**config.mk**
```make
export PLATFORM = sky130hd
export DESIGN_NAME = spi_master_core
export DESIGN_NICKNAME = d
export VERILOG_FILES = /design/src/design/spi_master_pkg.sv /design/src/design/spi_master_core.sv
export SDC_FILE = /design/constraint.sdc
export NUM_CORES = 1
export LEC_CHECK = 0
export CORE_ASPECT_RATIO = 0.5
export CORE_UTILIZATION = 58
export CTS_BUF_LIST = sky130_fd_sc_hd__clkbuf_8 sky130_fd_sc_hd__clkbuf_16
export DETAILED_ROUTE_END_ITERATION = 7
export DONT_BUFFER_PORTS = 1
export PLACE_DENSITY = 0.76
export SYNTH_ARGS = -nofsm -noshare
export SYNTH_HDL_FRONTEND = slang
export SYNTH_SLANG_ARGS = --single-unit
```
**constraint.sdc**
```tcl
create_clock -name i_mclk -period 3.4 [get_ports i_mclk]
set_clock_uncertainty 0.05 [all_clocks]
set_input_delay 0.68 -clock i_mclk [delete_from_list [all_inputs] [get_ports i_mclk]]
set_output_delay 0.68 -clock i_mclk [all_outputs]
set_load 0.05 [all_outputs]
```
**src/design/spi_master_pkg.sv**
```systemverilog
// package: register map, field positions, reset values and types of the spi master core
package spi_master_pkg;

  localparam logic [2:0] OFF_CTRL1  = 3'h0;
  localparam logic [2:0] OFF_CTRL2  = 3'h1;
  localparam logic [2:0] OFF_BAUD   = 3'h2;
  localparam logic [2:0] OFF_STATUS = 3'h3;
  localparam logic [2:0] OFF_DATA   = 3'h5;
  localparam logic [2:0] OFF_MATCH  = 3'h7;

  // control register one fields
  localparam int C1_IE    = 7;
  localparam int C1_EN    = 6;
  localparam int C1_MASTER_SELECT_BIT  = 4;
  localparam int C1_CLOCK_POLARITY_BIT  = 3;
  localparam int C1_CLOCK_PHASE_BIT  = 2;
  localparam int C1_SELECT_OUTPUT_ENABLE  = 1;
  localparam int C1_LSBF  = 0;
  // control two fields
  localparam int C2_FAULT_DETECT_ENABLE = 4;
  localparam int C2_BIDOE  = 3;
  localparam int C2_PINMOD = 0;
  // status fields
  localparam int ST_RXF  = 7;
  localparam int ST_MTCH = 6;
  localparam int ST_TXE  = 5;
  localparam int ST_MODE_FAULT_FLAG = 4;

  localparam logic [7:0] CTRL1_RST  = 8'h04;
  localparam logic [7:0] CTRL2_RST  = 8'h00;
  localparam logic [7:0] BAUD_RST   = 8'h00;
  localparam logic [7:0] DATA_RST   = 8'h00;
  localparam logic [7:0] MATCH_RST  = 8'h00;
  localparam logic [3:0] RATE_MAX   = 4'h8;
  localparam logic [3:0] BITS_BYTE  = 4'h8;
  localparam logic [2:0] MASK_CTRL1 = 3'h0;

  typedef enum logic [1:0] {
    ST_IDLE  = 2'b00,
    ST_LEAD  = 2'b01,
    ST_SHIFT = 2'b10
  } xfer_state_type;

  typedef struct packed {
    logic [2:0] addr;
    logic [7:0] wdata;
    logic       wr;
    logic       rd;
  } reg_req_type;

  typedef struct packed {
    logic sck;
    logic mosi;
    logic ss_n;
  } pin_out_type;

endpackage : spi_master_pkg

```
**src/design/spi_master_core.sv**
```systemverilog
// spi data path and master-mode core with baud generator, match and mode fault logic
`timescale 1ns/1ps
`default_nettype none
module spi_master_core (
  input  wire  logic       i_mclk,
  input  wire  logic       i_rst,
  input  wire  logic [2:0] i_addr,
  input  wire  logic [7:0] i_wdata,
  input  wire  logic       i_wr,
  input  wire  logic       i_rd,
  output logic [7:0]       o_rdata,
  input  wire  logic       i_sck,
  input  wire  logic       i_mosi,
  input  wire  logic       i_miso,
  input  wire  logic       i_ss_n,
  output logic             o_sck,
  output logic             o_sck_oe,
  output logic             o_mosi,
  output logic             o_mosi_oe,
  output logic             o_ss_n,
  output logic             o_ss_oe,
  output logic             o_pins_spi,
  output logic             o_irq
);

  spi_master_pkg::reg_req_type    req;
  spi_master_pkg::pin_out_type    pin_reg;
  spi_master_pkg::xfer_state_type state_reg;

  logic [7:0]  ctrl1_reg;
  logic [7:0]  ctrl2_reg;
  logic [7:0]  baud_reg;
  logic [7:0]  match_val_reg;
  logic [7:0]  txbuf_reg;
  logic        txfull_reg;
  logic [7:0]  rxbuf_reg;
  logic        rxfull_reg;
  logic        match_reg;
  logic        mode_fault_flag_reg;
  logic        txe_seen_reg;
  logic        mode_fault_flag_seen_reg;
  logic [7:0]  shift_reg;
  logic [3:0]  bitcnt_reg;
  logic        phase_reg;
  logic        sampled_reg;
  logic [12:0] div_reg;
  logic [7:0]  rdata_reg;
  logic        miso_s1_reg;
  logic        miso_s2_reg;
  logic        ss_s1_reg;
  logic        ss_s2_reg;

  // half bit time in bus clocks: (prescale + 1) * 2^rate
  function automatic logic [12:0] half_period(input logic [7:0] b);
    logic [3:0]  rate;
    logic [12:0] pre;
    rate = (b[3:0] > spi_master_pkg::RATE_MAX) ? spi_master_pkg::RATE_MAX : b[3:0];
    pre  = {10'h000, b[6:4]} + 13'h0001;
    half_period = 13'(pre << rate);
  endfunction : half_period

  assign req = '{addr: i_addr, wdata: i_wdata, wr: i_wr, rd: i_rd};

  wire enabled   = ctrl1_reg[spi_master_pkg::C1_EN];
  wire master    = enabled & ctrl1_reg[spi_master_pkg::C1_MASTER_SELECT_BIT];
  wire clock_polarity_bit      = ctrl1_reg[spi_master_pkg::C1_CLOCK_POLARITY_BIT];
  wire clock_phase_bit      = ctrl1_reg[spi_master_pkg::C1_CLOCK_PHASE_BIT];
  wire lsb_first = ctrl1_reg[spi_master_pkg::C1_LSBF];
  wire fault_detect_enable    = ctrl2_reg[spi_master_pkg::C2_FAULT_DETECT_ENABLE];
  wire select_output_enable      = ctrl1_reg[spi_master_pkg::C1_SELECT_OUTPUT_ENABLE];
  wire busy      = (state_reg != spi_master_pkg::ST_IDLE);

  wire wr_ctrl1  = req.wr & (req.addr == spi_master_pkg::OFF_CTRL1);
  wire wr_ctrl2  = req.wr & (req.addr == spi_master_pkg::OFF_CTRL2);
  wire wr_baud   = req.wr & (req.addr == spi_master_pkg::OFF_BAUD);
  wire wr_data   = req.wr & (req.addr == spi_master_pkg::OFF_DATA);
  wire wr_match  = req.wr & (req.addr == spi_master_pkg::OFF_MATCH);
  wire rd_status = req.rd & (req.addr == spi_master_pkg::OFF_STATUS);
  wire rd_data   = req.rd & (req.addr == spi_master_pkg::OFF_DATA);

  wire txe_now    = ~txfull_reg;
  wire data_taken = wr_data & txe_seen_reg & txe_now;

  // any write that changes a format or baud field kills an active master transfer
  wire c1_fmt_chg = wr_ctrl1 & ((req.wdata[4:0] ^ ctrl1_reg[4:0]) & 5'b01111) != 5'h00;
  wire c2_fmt_chg = wr_ctrl2 &
    ((req.wdata[spi_master_pkg::C2_FAULT_DETECT_ENABLE] != fault_detect_enable) |
     (req.wdata[spi_master_pkg::C2_PINMOD] != ctrl2_reg[spi_master_pkg::C2_PINMOD]) |
     (ctrl2_reg[spi_master_pkg::C2_PINMOD] &
      (req.wdata[spi_master_pkg::C2_BIDOE] != ctrl2_reg[spi_master_pkg::C2_BIDOE])));
  wire baud_chg   = wr_baud & (req.wdata[6:0] != baud_reg[6:0]);
  wire cfg_abort  = busy & master & (c1_fmt_chg | c2_fmt_chg | baud_chg);

  wire fault      = master & fault_detect_enable & ~select_output_enable & ~ss_s2_reg;
  wire abort      = fault | cfg_abort | ~master;

  wire div_done   = (div_reg == 13'h0001);
  wire last_edge  = phase_reg & (bitcnt_reg == spi_master_pkg::BITS_BYTE - 4'h1);
  wire sample_in  = miso_s2_reg;
  wire [7:0] shift_next = lsb_first ? {sampled_reg, shift_reg[7:1]}
                                    : {shift_reg[6:0], sampled_reg};
  wire xfer_done  = (state_reg == spi_master_pkg::ST_SHIFT) & div_done & last_edge & ~abort;
  wire [7:0] rx_byte = clock_phase_bit ? shift_next : shift_next;
  wire start_ok   = txfull_reg & master & ~fault;

  // slave-side shifting and the mosi/sck inputs are outside this core
  wire unused_in  = i_sck ^ i_mosi;

  always_ff @(posedge i_mclk or posedge i_rst) begin
    if (i_rst) begin
      miso_s1_reg <= 1'b0;
      miso_s2_reg <= 1'b0;
      ss_s1_reg   <= 1'b1;
      ss_s2_reg   <= 1'b1;
    end else begin
      miso_s1_reg <= i_miso;
      miso_s2_reg <= miso_s1_reg;
      ss_s1_reg   <= i_ss_n;
      ss_s2_reg   <= ss_s1_reg;
    end
  end

  always_ff @(posedge i_mclk or posedge i_rst) begin
    if (i_rst) begin
      ctrl1_reg     <= spi_master_pkg::CTRL1_RST;
      ctrl2_reg     <= spi_master_pkg::CTRL2_RST;
      baud_reg      <= spi_master_pkg::BAUD_RST;
      match_val_reg <= spi_master_pkg::MATCH_RST;
    end else begin
      if (fault) begin
        ctrl1_reg[spi_master_pkg::C1_MASTER_SELECT_BIT] <= 1'b0;
      end else if (wr_ctrl1) begin
        ctrl1_reg <= req.wdata;
      end
      if (wr_ctrl2) begin
        ctrl2_reg <= req.wdata & 8'h19;
      end
      if (wr_baud) begin
        baud_reg <= req.wdata & 8'h7f;
      end
      if (wr_match) begin
        match_val_reg <= req.wdata;
      end
    end
  end

  // status flags: hardware set wins over software clear in the same cycle
  always_ff @(posedge i_mclk or posedge i_rst) begin
    if (i_rst) begin
      txe_seen_reg  <= 1'b0;
      mode_fault_flag_seen_reg <= 1'b0;
      mode_fault_flag_reg      <= 1'b0;
      rxfull_reg    <= 1'b0;
      match_reg     <= 1'b0;
      rxbuf_reg     <= spi_master_pkg::DATA_RST;
    end else begin
      if (rd_status) begin
        txe_seen_reg <= txe_now;
      end else if (req.wr & (req.addr == spi_master_pkg::OFF_DATA)) begin
        txe_seen_reg <= 1'b0;
      end
      if (rd_status) begin
        mode_fault_flag_seen_reg <= mode_fault_flag_reg;
      end else if (wr_ctrl1) begin
        mode_fault_flag_seen_reg <= 1'b0;
      end
      if (fault) begin
        mode_fault_flag_reg <= 1'b1;
      end else if (wr_ctrl1 & mode_fault_flag_seen_reg) begin
        mode_fault_flag_reg <= 1'b0;
      end
      if (xfer_done & ~rxfull_reg) begin
        rxbuf_reg  <= rx_byte;
        rxfull_reg <= 1'b1;
      end else if (rd_data) begin
        rxfull_reg <= 1'b0;
      end
      if (xfer_done & ~rxfull_reg) begin
        match_reg <= (rx_byte == match_val_reg);
      end else if (rd_status & match_reg) begin
        match_reg <= 1'b0;
      end
    end
  end

  always_ff @(posedge i_mclk or posedge i_rst) begin
    if (i_rst) begin
      txbuf_reg  <= spi_master_pkg::DATA_RST;
      txfull_reg <= 1'b0;
    end else begin
      if (data_taken) begin
        txbuf_reg  <= req.wdata;
        txfull_reg <= 1'b1;
      end else if (state_reg == spi_master_pkg::ST_IDLE & start_ok) begin
        txfull_reg <= 1'b0;
      end else if (xfer_done & start_ok & clock_phase_bit) begin
        txfull_reg <= 1'b0;
      end
    end
  end

  // transfer engine: lead-in of half a bit, then sixteen half-bit edges
  always_ff @(posedge i_mclk or posedge i_rst) begin
    if (i_rst) begin
      state_reg   <= spi_master_pkg::ST_IDLE;
      shift_reg   <= spi_master_pkg::DATA_RST;
      bitcnt_reg  <= 4'h0;
      phase_reg   <= 1'b0;
      sampled_reg <= 1'b0;
      div_reg     <= 13'h0001;
    end else if (abort) begin
      state_reg <= spi_master_pkg::ST_IDLE;
      phase_reg <= 1'b0;
    end else begin
      unique case (state_reg)
        spi_master_pkg::ST_IDLE: begin
          if (start_ok) begin
            shift_reg  <= txbuf_reg;
            bitcnt_reg <= 4'h0;
            phase_reg  <= 1'b0;
            div_reg    <= half_period(baud_reg);
            state_reg  <= spi_master_pkg::ST_LEAD;
          end
        end
        spi_master_pkg::ST_LEAD: begin
          if (div_done) begin
            div_reg   <= half_period(baud_reg);
            state_reg <= spi_master_pkg::ST_SHIFT;
          end else begin
            div_reg <= div_reg - 13'h0001;
          end
        end
        spi_master_pkg::ST_SHIFT: begin
          if (!div_done) begin
            div_reg <= div_reg - 13'h0001;
          end else begin
            div_reg   <= half_period(baud_reg);
            phase_reg <= ~phase_reg;
            if (!phase_reg) begin
              sampled_reg <= sample_in;
            end else begin
              shift_reg  <= shift_next;
              bitcnt_reg <= bitcnt_reg + 4'h1;
            end
            if (last_edge) begin
              // phase 0 slaves need select high between frames, so only phase 1 chains;
              // phase 0 passes through idle for one cycle and restarts from there
              if (start_ok & clock_phase_bit) begin
                shift_reg  <= txbuf_reg;
                bitcnt_reg <= 4'h0;
                state_reg  <= spi_master_pkg::ST_SHIFT;
              end else begin
                state_reg <= spi_master_pkg::ST_IDLE;
              end
            end
          end
        end
        default: state_reg <= spi_master_pkg::ST_IDLE;
      endcase
    end
  end

  wire out_bit = lsb_first ? shift_reg[0] : shift_reg[7];
  wire in_xfer = (state_reg == spi_master_pkg::ST_SHIFT);

  // edge parity: clock_phase_bit=0 samples on odd edges, clock_phase_bit=1 on even edges
  wire sck_lvl = in_xfer & (clock_phase_bit ? ~phase_reg : phase_reg);

  always_ff @(posedge i_mclk or posedge i_rst) begin
    if (i_rst) begin
      pin_reg <= '{sck: 1'b0, mosi: 1'b0, ss_n: 1'b1};
    end else begin
      pin_reg.sck  <= sck_lvl ^ clock_polarity_bit;
      pin_reg.mosi <= out_bit;
      pin_reg.ss_n <= ~busy | abort;
    end
  end

  always_ff @(posedge i_mclk or posedge i_rst) begin
    if (i_rst) begin
      rdata_reg <= 8'h00;
    end else begin
      unique case (1'b1)
        rd_status: rdata_reg <= {rxfull_reg, match_reg, txe_now, mode_fault_flag_reg, 4'h0};
        rd_data:   rdata_reg <= rxbuf_reg;
        default: begin
          if (!req.rd) begin
            rdata_reg <= 8'h00;
          end else if (req.addr == spi_master_pkg::OFF_CTRL1) begin
            rdata_reg <= ctrl1_reg;
          end else if (req.addr == spi_master_pkg::OFF_CTRL2) begin
            rdata_reg <= ctrl2_reg;
          end else if (req.addr == spi_master_pkg::OFF_BAUD) begin
            rdata_reg <= baud_reg;
          end else if (req.addr == spi_master_pkg::OFF_MATCH) begin
            rdata_reg <= match_val_reg;
          end else begin
            rdata_reg <= 8'h00;
          end
        end
      endcase
    end
  end

  assign o_rdata    = rdata_reg;
  assign o_pins_spi = enabled;
  assign o_sck      = pin_reg.sck;
  assign o_mosi     = pin_reg.mosi;
  assign o_ss_n     = pin_reg.ss_n;
  assign o_sck_oe   = master;
  assign o_mosi_oe  = master & ~(ctrl2_reg[spi_master_pkg::C2_PINMOD] &
                                 ~ctrl2_reg[spi_master_pkg::C2_BIDOE]);
  assign o_ss_oe    = master & fault_detect_enable & select_output_enable;
  assign o_irq      = ctrl1_reg[spi_master_pkg::C1_IE] & mode_fault_flag_reg & ~unused_in
                      | ctrl1_reg[spi_master_pkg::C1_IE] & mode_fault_flag_reg & unused_in;

endmodule : spi_master_core
`default_nettype wire

```
==> results of run 1 <==
## power groups by stage
stage                     clock network [mW]  registers (mW)  logic (mW)
after CTS                               1.00            1.69        1.03
after floorplan                            0            1.60       0.890
after global placement                     0            1.70       0.995
after detailed placement                   0            1.71        1.02
after global routing                    1.05            1.73        1.14
final                                  0.989            1.69        1.03
## worst max path at each step
stage                 start  cells after the start  slack, ns           end
6_report       ctrl1_reg[6]                      4       0.54       o_ss_oe
5_1_grt        ctrl1_reg[6]                      4       0.44       o_ss_oe
4_1_cts        ctrl1_reg[6]                      4       0.53       o_ss_oe
3_5_place_dp   ctrl1_reg[6]                      7       0.68  rxbuf_reg[0]
3_3_place_gp   ctrl1_reg[6]                      7       0.71  rxbuf_reg[2]
2_1_floorplan         i_rst                      1       0.29   baud_reg[0]
## cell usage in the layout, fill, tap and decap left out, types with 12 or more instances in the layout
master,instances
a21oi_1,21
dfrtp_1,87
inv_1,29
mux2_2,32
mux2i_1,30
nand2_1,42
nand3_1,14
nor2_1,24
nor3_1,12
o21ai_0,29
xnor2_1,15
## worst max-delay path, stage by stage (launching register included)
cell and delay (ns):
dfrtp_1 0.67, nand2_1 0.22, inv_1 0.18, buf_4 0.23
and3_1 0.49
## final cells by class
cell class / instances / area [um^2] / share of cell area
multi-input cells: 367 / 2670 / 0.477
inverters: 27 / 104 / 0.0186
clock buffers: 9 / 225 / 0.0403
clock inverters: 7 / 62.6 / 0.0112
flip-flops and latches: 92 / 2310 / 0.413
repair buffers: 10 / 75.1 / 0.0134
well taps: 117 / 146 / 0.0262
## metal layers
layer	vias to the layer above	part of all wire	routed length (um)
li1	1860	-	-
met1	2002	0.47	5630
met2	131	0.45	5380
met3	22	0.057	677
met4	0	0.018	219
met5	-	0	0
## cell families (layout without fill, tap and decap cells)
kind of cell | after synthesis | in the layout | share of synthesized area
flip-flops | 92 | 92 | 0.442
AO/OA/AOI/OAI | 117 | 117 | 0.153
XOR/XNOR | 27 | 27 | 0.0467
multiplexers | 65 | 65 | 0.134
AND/OR/NAND/NOR | 150 | 150 | 0.158
buffers and inverters | 56 | 53 | 0.0470
adder cells (fa/ha/maj) | 8 | 8 | 0.0192
## per-stage QoR
| stage | setup WS, ns | util | hold WS [ns] | total power [mW] |
|---|---|---|---|---|
| after global routing | 0.441 | 0.642 | 0.265 | 3.92 |
| after CTS | 0.533 | 0.642 | 0.273 | 3.72 |
| after global placement | 0.709 | 0.609 | 0.285 | 2.69 |
| after detailed placement | 0.682 | 0.609 | 0.291 | 2.72 |
| final | 0.535 | 0.642 | 0.271 | 3.72 |
| after floorplan | 0.286 | - | 0.281 | 2.49 |
==> results.sh, run 1 <==
export IMPL_vias_per_cell=6.38
export IMPL_synth_common_cells="dfrtp_1, nand2_1, mux2_2"
export IMPL_ys_top_cells_by_area="dfrtp_1, mux2_2, mux2i_1"
export IMPL_fin_tns_setup_ns=0
export IMPL_synth_area_leader_cell="dfrtp_1"
export IMPL_clkPwrFrac=0.266
export IMPL_post_cts_resized=0
export IMPL_timing_final_crit_share=0.843
export IMPL_crit_type="reg -> out"
export IMPL_die_area_um2=9410
export IMPL_die_h_um=69.1
export IMPL_drt_wl_total_mm=11.9
export IMPL_synth_async_reset_ratio=1.00
export IMPL_synth_distinct_cells=68
export IMPL_path_clk_slew_ns=0.06
export IMPL_leakage_nw=2.42
export IMPL_largest_register_ffs=13
export IMPL_timing_rr_start="ctrl1_reg[6]"
export IMPL_root_buffer="clkbuf_16"
export IMPL_power_density_nw_per_um2=665
export IMPL_ir_drop_v=0.000353
export IMPL_wire_per_inst_um=18.9
export IMPL_power_frac_comb=0.278
export IMPL_antenna_left=0
export IMPL_r2r_end="rxbuf_reg[0]"
export IMPL_setup_viol=0
export IMPL_overflow=0
export IMPL_synth_main_ff_cell="dfrtp_1"
export IMPL_core_area_um2=8710
export IMPL_busiest_layer="met2"
export IMPL_syn_to_final_growth_pct=7.04
export IMPL_yosysTopAreaCellShare=0.417
export IMPL_end_kind="output pin"
export IMPL_p_seq_frac=0.456
export IMPL_hp_class="in -> async"
export IMPL_cts_tree="built"
export IMPL_postCtsHoldBufs=0
export IMPL_placed_area_um2=5300
export IMPL_fill_cells=736
export IMPL_power_switching_mw=1.33
export IMPL_clock_sinks=92
export IMPL_grt_pass1_wl_mm=19.9
export IMPL_yosysWarnings=0
export IMPL_arrival_ns=2.13
export IMPL_hold_viol=0
export IMPL_tightestPinTransition_ns=0.692
export IMPL_post_route_min_period_ns=2.86
export IMPL_use_met3=0.0581
export IMPL_ff2ff_path_depth=7
export IMPL_syn_nets=542
export IMPL_drt_iter0_markers=306
export IMPL_grt_pass1_vias=3825
export IMPL_place_gp_congestion=0.898
export IMPL_max_freq_mhz=349
export IMPL_rows=24
export IMPL_fp_dieW_um=136
export IMPL_ys_seq_area_frac=0.442
export IMPL_finalNonFillerCells=629
export IMPL_drc=0
export IMPL_cts_setup_buffers=0
export IMPL_syn_area_per_cell_um2=10.1
export IMPL_grtUsageTotal=0.278
export IMPL_cp_max_fo=4
export IMPL_placed_cells=613
export IMPL_antenna_cells=0
export IMPL_drive_gt1_frac=0.146
export IMPL_relSlewSlack=0.539
export IMPL_internal_power_mw=2.39
export IMPL_first_pass_iters=5
export IMPL_layout_nets=534
export IMPL_ctsLongestPathBuffers=2
export IMPL_status="completed"
export IMPL_io_pins=35
export IMPL_synth_edf_count=0
export IMPL_netlist_instances=515
export IMPL_met1_usage=0.403
export IMPL_drv_slew=0
export IMPL_grtUsageMet2=0.409
export IMPL_clk_latency_ns=0.35
export IMPL_cts_buffers=9
export IMPL_ys_ff_latch=92
export IMPL_port_buffers=0
export IMPL_post_dp_hpwl_mm=8.34
export IMPL_post_synth_top_count_cell="dfrtp_1"
export IMPL_grt_setup_unrepaired="no"
export IMPL_h_tree_depth=3
export IMPL_netlist_area_um2=5220
export IMPL_fin_area_um2=5590
export IMPL_max_cap_violations=0
export IMPL_grt_max_degree=53
export IMPL_p_sw_frac=0.357
export IMPL_dr_total_vias=4015
export IMPL_reg2reg_setup_slack_ns=0.65
export IMPL_start_util=0.600
export IMPL_required_ns=2.67
export IMPL_antenna_found_initial=0
export IMPL_startpoint_type="flip-flop"
No activity file was read; power rests on OpenSTA's default activity.
==> run 2, diff against run 1 <==
clock period = 2.87 ns   (was 3.4 ns; I/O delays follow)
==> run 2 against run 1 <==
Effect of this change: hold slack lost 0.15 ns; non-clock buffer count grew 7; critical path depth grew 2; sequential share of layout area shrank 0.83 points; flip-flop and latch count is the same; via count shrank 1.9%; cell area grew 2.1%; cell count grew 1.1%; first-iteration DRC count shrank 1.6%; count of clock-buffer cells in the layout grew 2; clock power grew 33%; register-to-register slack lost 0.23 ns; critical path type is now reg -> reg; largest cell class unchanged; largest power group unchanged.
==> results.sh, run 2 (same netlist as run 1, synthesis figures left out) <==
export IMPL_power_frac_comb=0.274
export IMPL_cp_slowest_stage_delay_ns=0.47
export IMPL_drt_iter0_markers=301
export IMPL_met1_usage=0.394
export IMPL_end_kind="flip-flop"
export IMPL_wire_per_inst_um=18.3
export IMPL_p_sw_frac=0.343
export IMPL_r2r_end="rxbuf_reg[6]"
export IMPL_busiest_layer="met2"
export IMPL_fin_area_um2=5710
export IMPL_p_seq_frac=0.436
export IMPL_die_area_um2=9410
export IMPL_hp_class="in -> async"
export IMPL_grtUsageTotal=0.273
export IMPL_relSlewSlack=0.556
export IMPL_slowest_stage="dfrtp_1"
export IMPL_clkPwrFrac=0.290
export IMPL_cts_setup_buffers=0
export IMPL_first_pass_iters=4
export IMPL_antenna_found_initial=0
export IMPL_crit_type="reg -> reg"
export IMPL_root_buffer="clkbuf_16"
export IMPL_setup_viol=0
export IMPL_reg2reg_setup_slack_ns=0.42
export IMPL_clock_sinks=92
export IMPL_power_switching_mw=1.56
export IMPL_layout_common_cells="dfrtp_1, nand2_1, mux2_2, mux2i_1, o21ai_0"
export IMPL_start_util=0.600
export IMPL_grt_max_degree=66
export IMPL_grt_setup_unrepaired="no"
export IMPL_io_pins=35
export IMPL_fp_dieW_um=136
export IMPL_use_met3=0.0692
export IMPL_largest_register_ffs=13
export IMPL_cp_buffers_inverters=1
export IMPL_grt_pass1_wl_mm=19.5
export IMPL_ff2ff_path_depth=6
export IMPL_drive_gt1_frac=0.162
export IMPL_syn_to_final_growth_pct=9.25
export IMPL_post_route_min_period_ns=2.45
export IMPL_ir_drop_v=0.000492
export IMPL_h_tree_depth=3
export IMPL_internal_power_mw=2.99
export IMPL_place_ws_ns=0.425
export IMPL_leakage_nw=2.48
export IMPL_hold_viol=0
export IMPL_grtUsageMet2=0.400
export IMPL_arrival_ns=2.61
export IMPL_antenna_left=0
export IMPL_post_dp_hpwl_mm=8.34
export IMPL_placed_area_um2=5370
export IMPL_finalPower_mw=4.55
export IMPL_max_cap_violations=0
export IMPL_max_freq_mhz=409
export IMPL_required_ns=3.03
export IMPL_startpoint_type="flip-flop"
export IMPL_die_h_um=69.1
export IMPL_timing_final_crit_share=0.853
export IMPL_core_area_um2=8710
export IMPL_ctsLongestPathBuffers=2
export IMPL_cts_tree="built"
export IMPL_tightestPinTransition_ns=0.661
export IMPL_path_clk_slew_ns=0.06
export IMPL_dr_total_vias=3939
export IMPL_drc=0
export IMPL_post_cts_resized=0
export IMPL_grt_pass1_vias=3757
export IMPL_hold_worst_slack_ns=0.123
export IMPL_place_gp_congestion=0.901
export IMPL_cp_max_fo=7
export IMPL_power_density_nw_per_um2=797
export IMPL_cts_buffers=9
export IMPL_mostFrequentLayoutCell="dfrtp_1"
export IMPL_crit_chain="nor4_4, nand4_2, nor3_1, or3b_1, buf_4, mux2i_1"
export IMPL_overflow=0
export IMPL_fin_tns_setup_ns=0
export IMPL_setup_ws_ns=0.423
export IMPL_crit_family="simple AND/OR/NAND/NOR gates"
export IMPL_status="completed"
export IMPL_drv_slew=0
export IMPL_clk_latency_ns=0.35
export IMPL_port_buffers=0
export IMPL_drt_wl_total_mm=11.6
export IMPL_vias_per_cell=6.19
export IMPL_postCtsHoldBufs=0
export IMPL_rows=24
export IMPL_layout_nets=541
export IMPL_crit_cells=6
export IMPL_endpoint="rxbuf_reg[6]"
export IMPL_antenna_cells=0
export IMPL_timing_rr_start="div_reg[2]"
export IMPL_worstSetupStartpoint="div_reg[2]"
## run 2: cell types whose count changed in the layout (fill, tap and decap cells not counted), sizes merged
cell and change:
buf +7, bufinv +1, clkbuf +2, inv -3
## run 2: power groups by stage
stage / sequential (mW) / combinational [mW] / clock [mW]
floorplan: 1.89 / 1.05 / 0
global placement: 1.99 / 1.22 / 0
detailed placement: 2.00 / 1.24 / 0
CTS: 1.97 / 1.25 / 1.34
global route: 2.03 / 1.38 / 1.40
finish: 1.98 / 1.25 / 1.32
## run 2: cell type report
type	count	area (um^2)
clock buffer	11	253
inverter	27	105
multi-input combinational	367	2670
clock inverter	5	83.8
fill	684	3000
timing repair buffer	17	140
tap	117	146
sequential	92	2310
## run 2: metal layers
layer	vias to the layer above	wire (um)
met4	0	191
met3	20	701
met5	-	0
li1	1866	-
met1	1923	5550
met2	130	5200
## run 2: worst register-to-register path, stage by stage (launching register included)
cell and delay [ns]:
dfrtp_1 0.47, nor4_4 0.40, nand4_2 0.30, nor3_1 0.28, or3b_1 0.47, buf_4 0.22
mux2i_1 0.13
## run 2: per-stage QoR
step | cells | utilization
floorplan | 515 | -
global placement | 620 | 0.617
detailed placement | 620 | 0.617
CTS | 636 | 0.655
global route | 636 | 0.655
finish | 636 | 0.655
## run 2: how the worst min path moves through the flow
stage	start	end	slack (ns)	cells past startpoint
floorplan	miso_s1_reg	miso_s2_reg	0.28	0
global placement	miso_s1_reg	miso_s2_reg	0.28	0
detailed placement	miso_s1_reg	miso_s2_reg	0.29	0
CTS	i_rst	div_reg[7]	0.14	1
global route	i_ss_n	ss_s1_reg	0.16	0
finish	i_rst	o_rdata[6]	0.12	1
==> run 3, diff against run 2 <==
CELL_PAD_IN_SITES_DETAIL_PLACEMENT = 1   (was unset)
CELL_PAD_IN_SITES_GLOBAL_PLACEMENT = 1   (was unset)
CORE_UTILIZATION = 51   (was 58)
PLACE_DENSITY = 0.82   (was 0.76)
==> run 3 against run 2 <==
Effect of this change: global-route usage rose by 1.9 points; hold slack improved by 0.011 ns; register-to-register slack lost 0.12 ns; power rose by 1.1%; first-iteration DRC count shrank 12%.
==> results.sh, run 3 (same netlist as run 1, synthesis figures left out) <==
export IMPL_first_pass_iters=4
export IMPL_arrival_ns=2.73
export IMPL_path_clk_slew_ns=0.07
export IMPL_cp_max_fo=7
export IMPL_crit_top_cell="nor3_1"
export IMPL_syn_to_final_growth_pct=9.25
export IMPL_relSlewSlack=0.540
export IMPL_overflow=0
export IMPL_end_kind="flip-flop"
export IMPL_cts_tree="built"
export IMPL_fill_cells=1045
export IMPL_final_util=0.588
export IMPL_antenna_cells=0
export IMPL_ff2ff_path_depth=6
export IMPL_status="completed"
export IMPL_setup_viol=0
export IMPL_die_area_um2=10700
export IMPL_drt_wl_total_mm=14.4
export IMPL_antenna_left=0
export IMPL_reg2reg_setup_slack_ns=0.30
export IMPL_fin_tns_setup_ns=0
export IMPL_grt_pass1_vias=4361
export IMPL_timing_final_crit_share=0.896
export IMPL_regArea_um2=2310
export IMPL_finalNonFillerCells=653
export IMPL_max_freq_mhz=389
export IMPL_ctsLongestPathBuffers=2
export IMPL_layout_common_cells="dfrtp_1, nand2_1, mux2_2, mux2i_1, o21ai_0"
export IMPL_drv_slew=0
export IMPL_ir_drop_v=0.000568
export IMPL_grt_pass1_wl_mm=23.8
export IMPL_power_density_nw_per_um2=806
export IMPL_grt_max_degree=93
export IMPL_grt_setup_unrepaired="no"
export IMPL_die_h_um=73.6
export IMPL_crit_chain="nor3_1, nand4_2, nor3_1, or3b_1, buf_4, mux2i_1"
export IMPL_root_buffer="clkbuf_16"
export IMPL_grtUsageTotal=0.292
export IMPL_port_buffers=0
export IMPL_max_cap_violations=0
export IMPL_post_cts_resized=0
export IMPL_drive_gt1_frac=0.160
export IMPL_wire_per_inst_um=22.0
export IMPL_core_area_um2=9700
export IMPL_slowest_stage="or3b_1"
export IMPL_hp_class="in -> async"
export IMPL_h_tree_depth=3
export IMPL_dr_total_vias=4130
export IMPL_required_ns=3.03
export IMPL_drc=0
export IMPL_hold_worst_slack_ns=0.133
export IMPL_antenna_found_initial=0
export IMPL_mostFrequentLayoutCell="dfrtp_1"
export IMPL_hold_viol=0
export IMPL_placed_cells=638
export IMPL_cts_setup_buffers=0
export IMPL_start_util=0.539
export IMPL_largest_register_ffs=13
export IMPL_leakage_nw=2.46
export IMPL_place_gp_congestion=0.908
export IMPL_post_route_min_period_ns=2.57
export IMPL_startpoint_type="flip-flop"
export IMPL_cp_slowest_stage_delay_ns=0.48
export IMPL_cts_buffers=9
export IMPL_clk_latency_ns=0.34
export IMPL_postCtsHoldBufs=0
export IMPL_multi_input_area_um2=2670
export IMPL_drt_iter0_markers=266
export IMPL_post_dp_hpwl_mm=9.72
export IMPL_clock_sinks=92
export IMPL_crit_type="reg -> reg"
export IMPL_tightestPinTransition_ns=0.685
export IMPL_fp_dieW_um=145
export IMPL_io_pins=35
export IMPL_rows=25
export IMPL_layout_nets=541
export IMPL_vias_per_cell=6.32
run 3: changes by cell type in the layout (fill, tap and decap cells not counted):
cell / before / now
clkbuf_8: 2 / 0
inv_6: 0 / 2
inv_8: 1 / 0
clkinv_4: 1 / 0
clkinvlp_4: 1 / 2
run 3: final timing paths:
kind | from | to
max | div_reg[6] | rxbuf_reg[6]
min | i_rst | div_reg[5]
max reg2reg | div_reg[6] | rxbuf_reg[6]
min reg2reg | miso_s1_reg | miso_s2_reg
max in group asynchronous | i_rst | txe_seen_reg
min in group i_mclk | i_ss_n | ss_s1_reg
run 3: routing by layer:
layer / vias up / wire length, um / global-route usage
li1: 1867 / - / -
met2: 88 / 7040 / 0.495
met4: 0 / 261 / 0.0924
met5: - / 0 / 0
met1: 2152 / 6580 / 0.386
met3: 23 / 488 / 0.0547
run 3: stage by stage:
step	power [mW]	worst slack [ns]	cell area, um^2
2_1_floorplan	2.95	0.167	5230
3_3_place_gp	3.22	0.428	5390
3_5_place_dp	3.29	0.373	5390
4_1_cts	4.61	0.348	5710
5_1_grt	4.83	0.170	5710
6_report	4.60	0.298	5710
run 3: cell type report:
type / instances / share of cell area
clock buffer: 9 / 0.0395
clock inverter: 6 / 0.0156
inverter: 27 / 0.0184
multi-input combinational: 367 / 0.468
sequential: 92 / 0.405
tap: 135 / 0.0296
timing repair buffer: 17 / 0.0246
run 3: where the power goes:
part | total [mW] | switching (mW) | internal, mW
logic | 1.31 | 0.726 | 0.584
registers | 2.00 | 0.409 | 1.59
clock network | 1.29 | 0.525 | 0.762
total | 4.60 | 1.66 | 2.94
run 3: worst max-delay path: cells and delay by family (launching register included):
family,cells,cell delay [ns]
flops,1,0.46
simple gates,4,1.56
mux,1,0.13
buf+inv,1,0.22
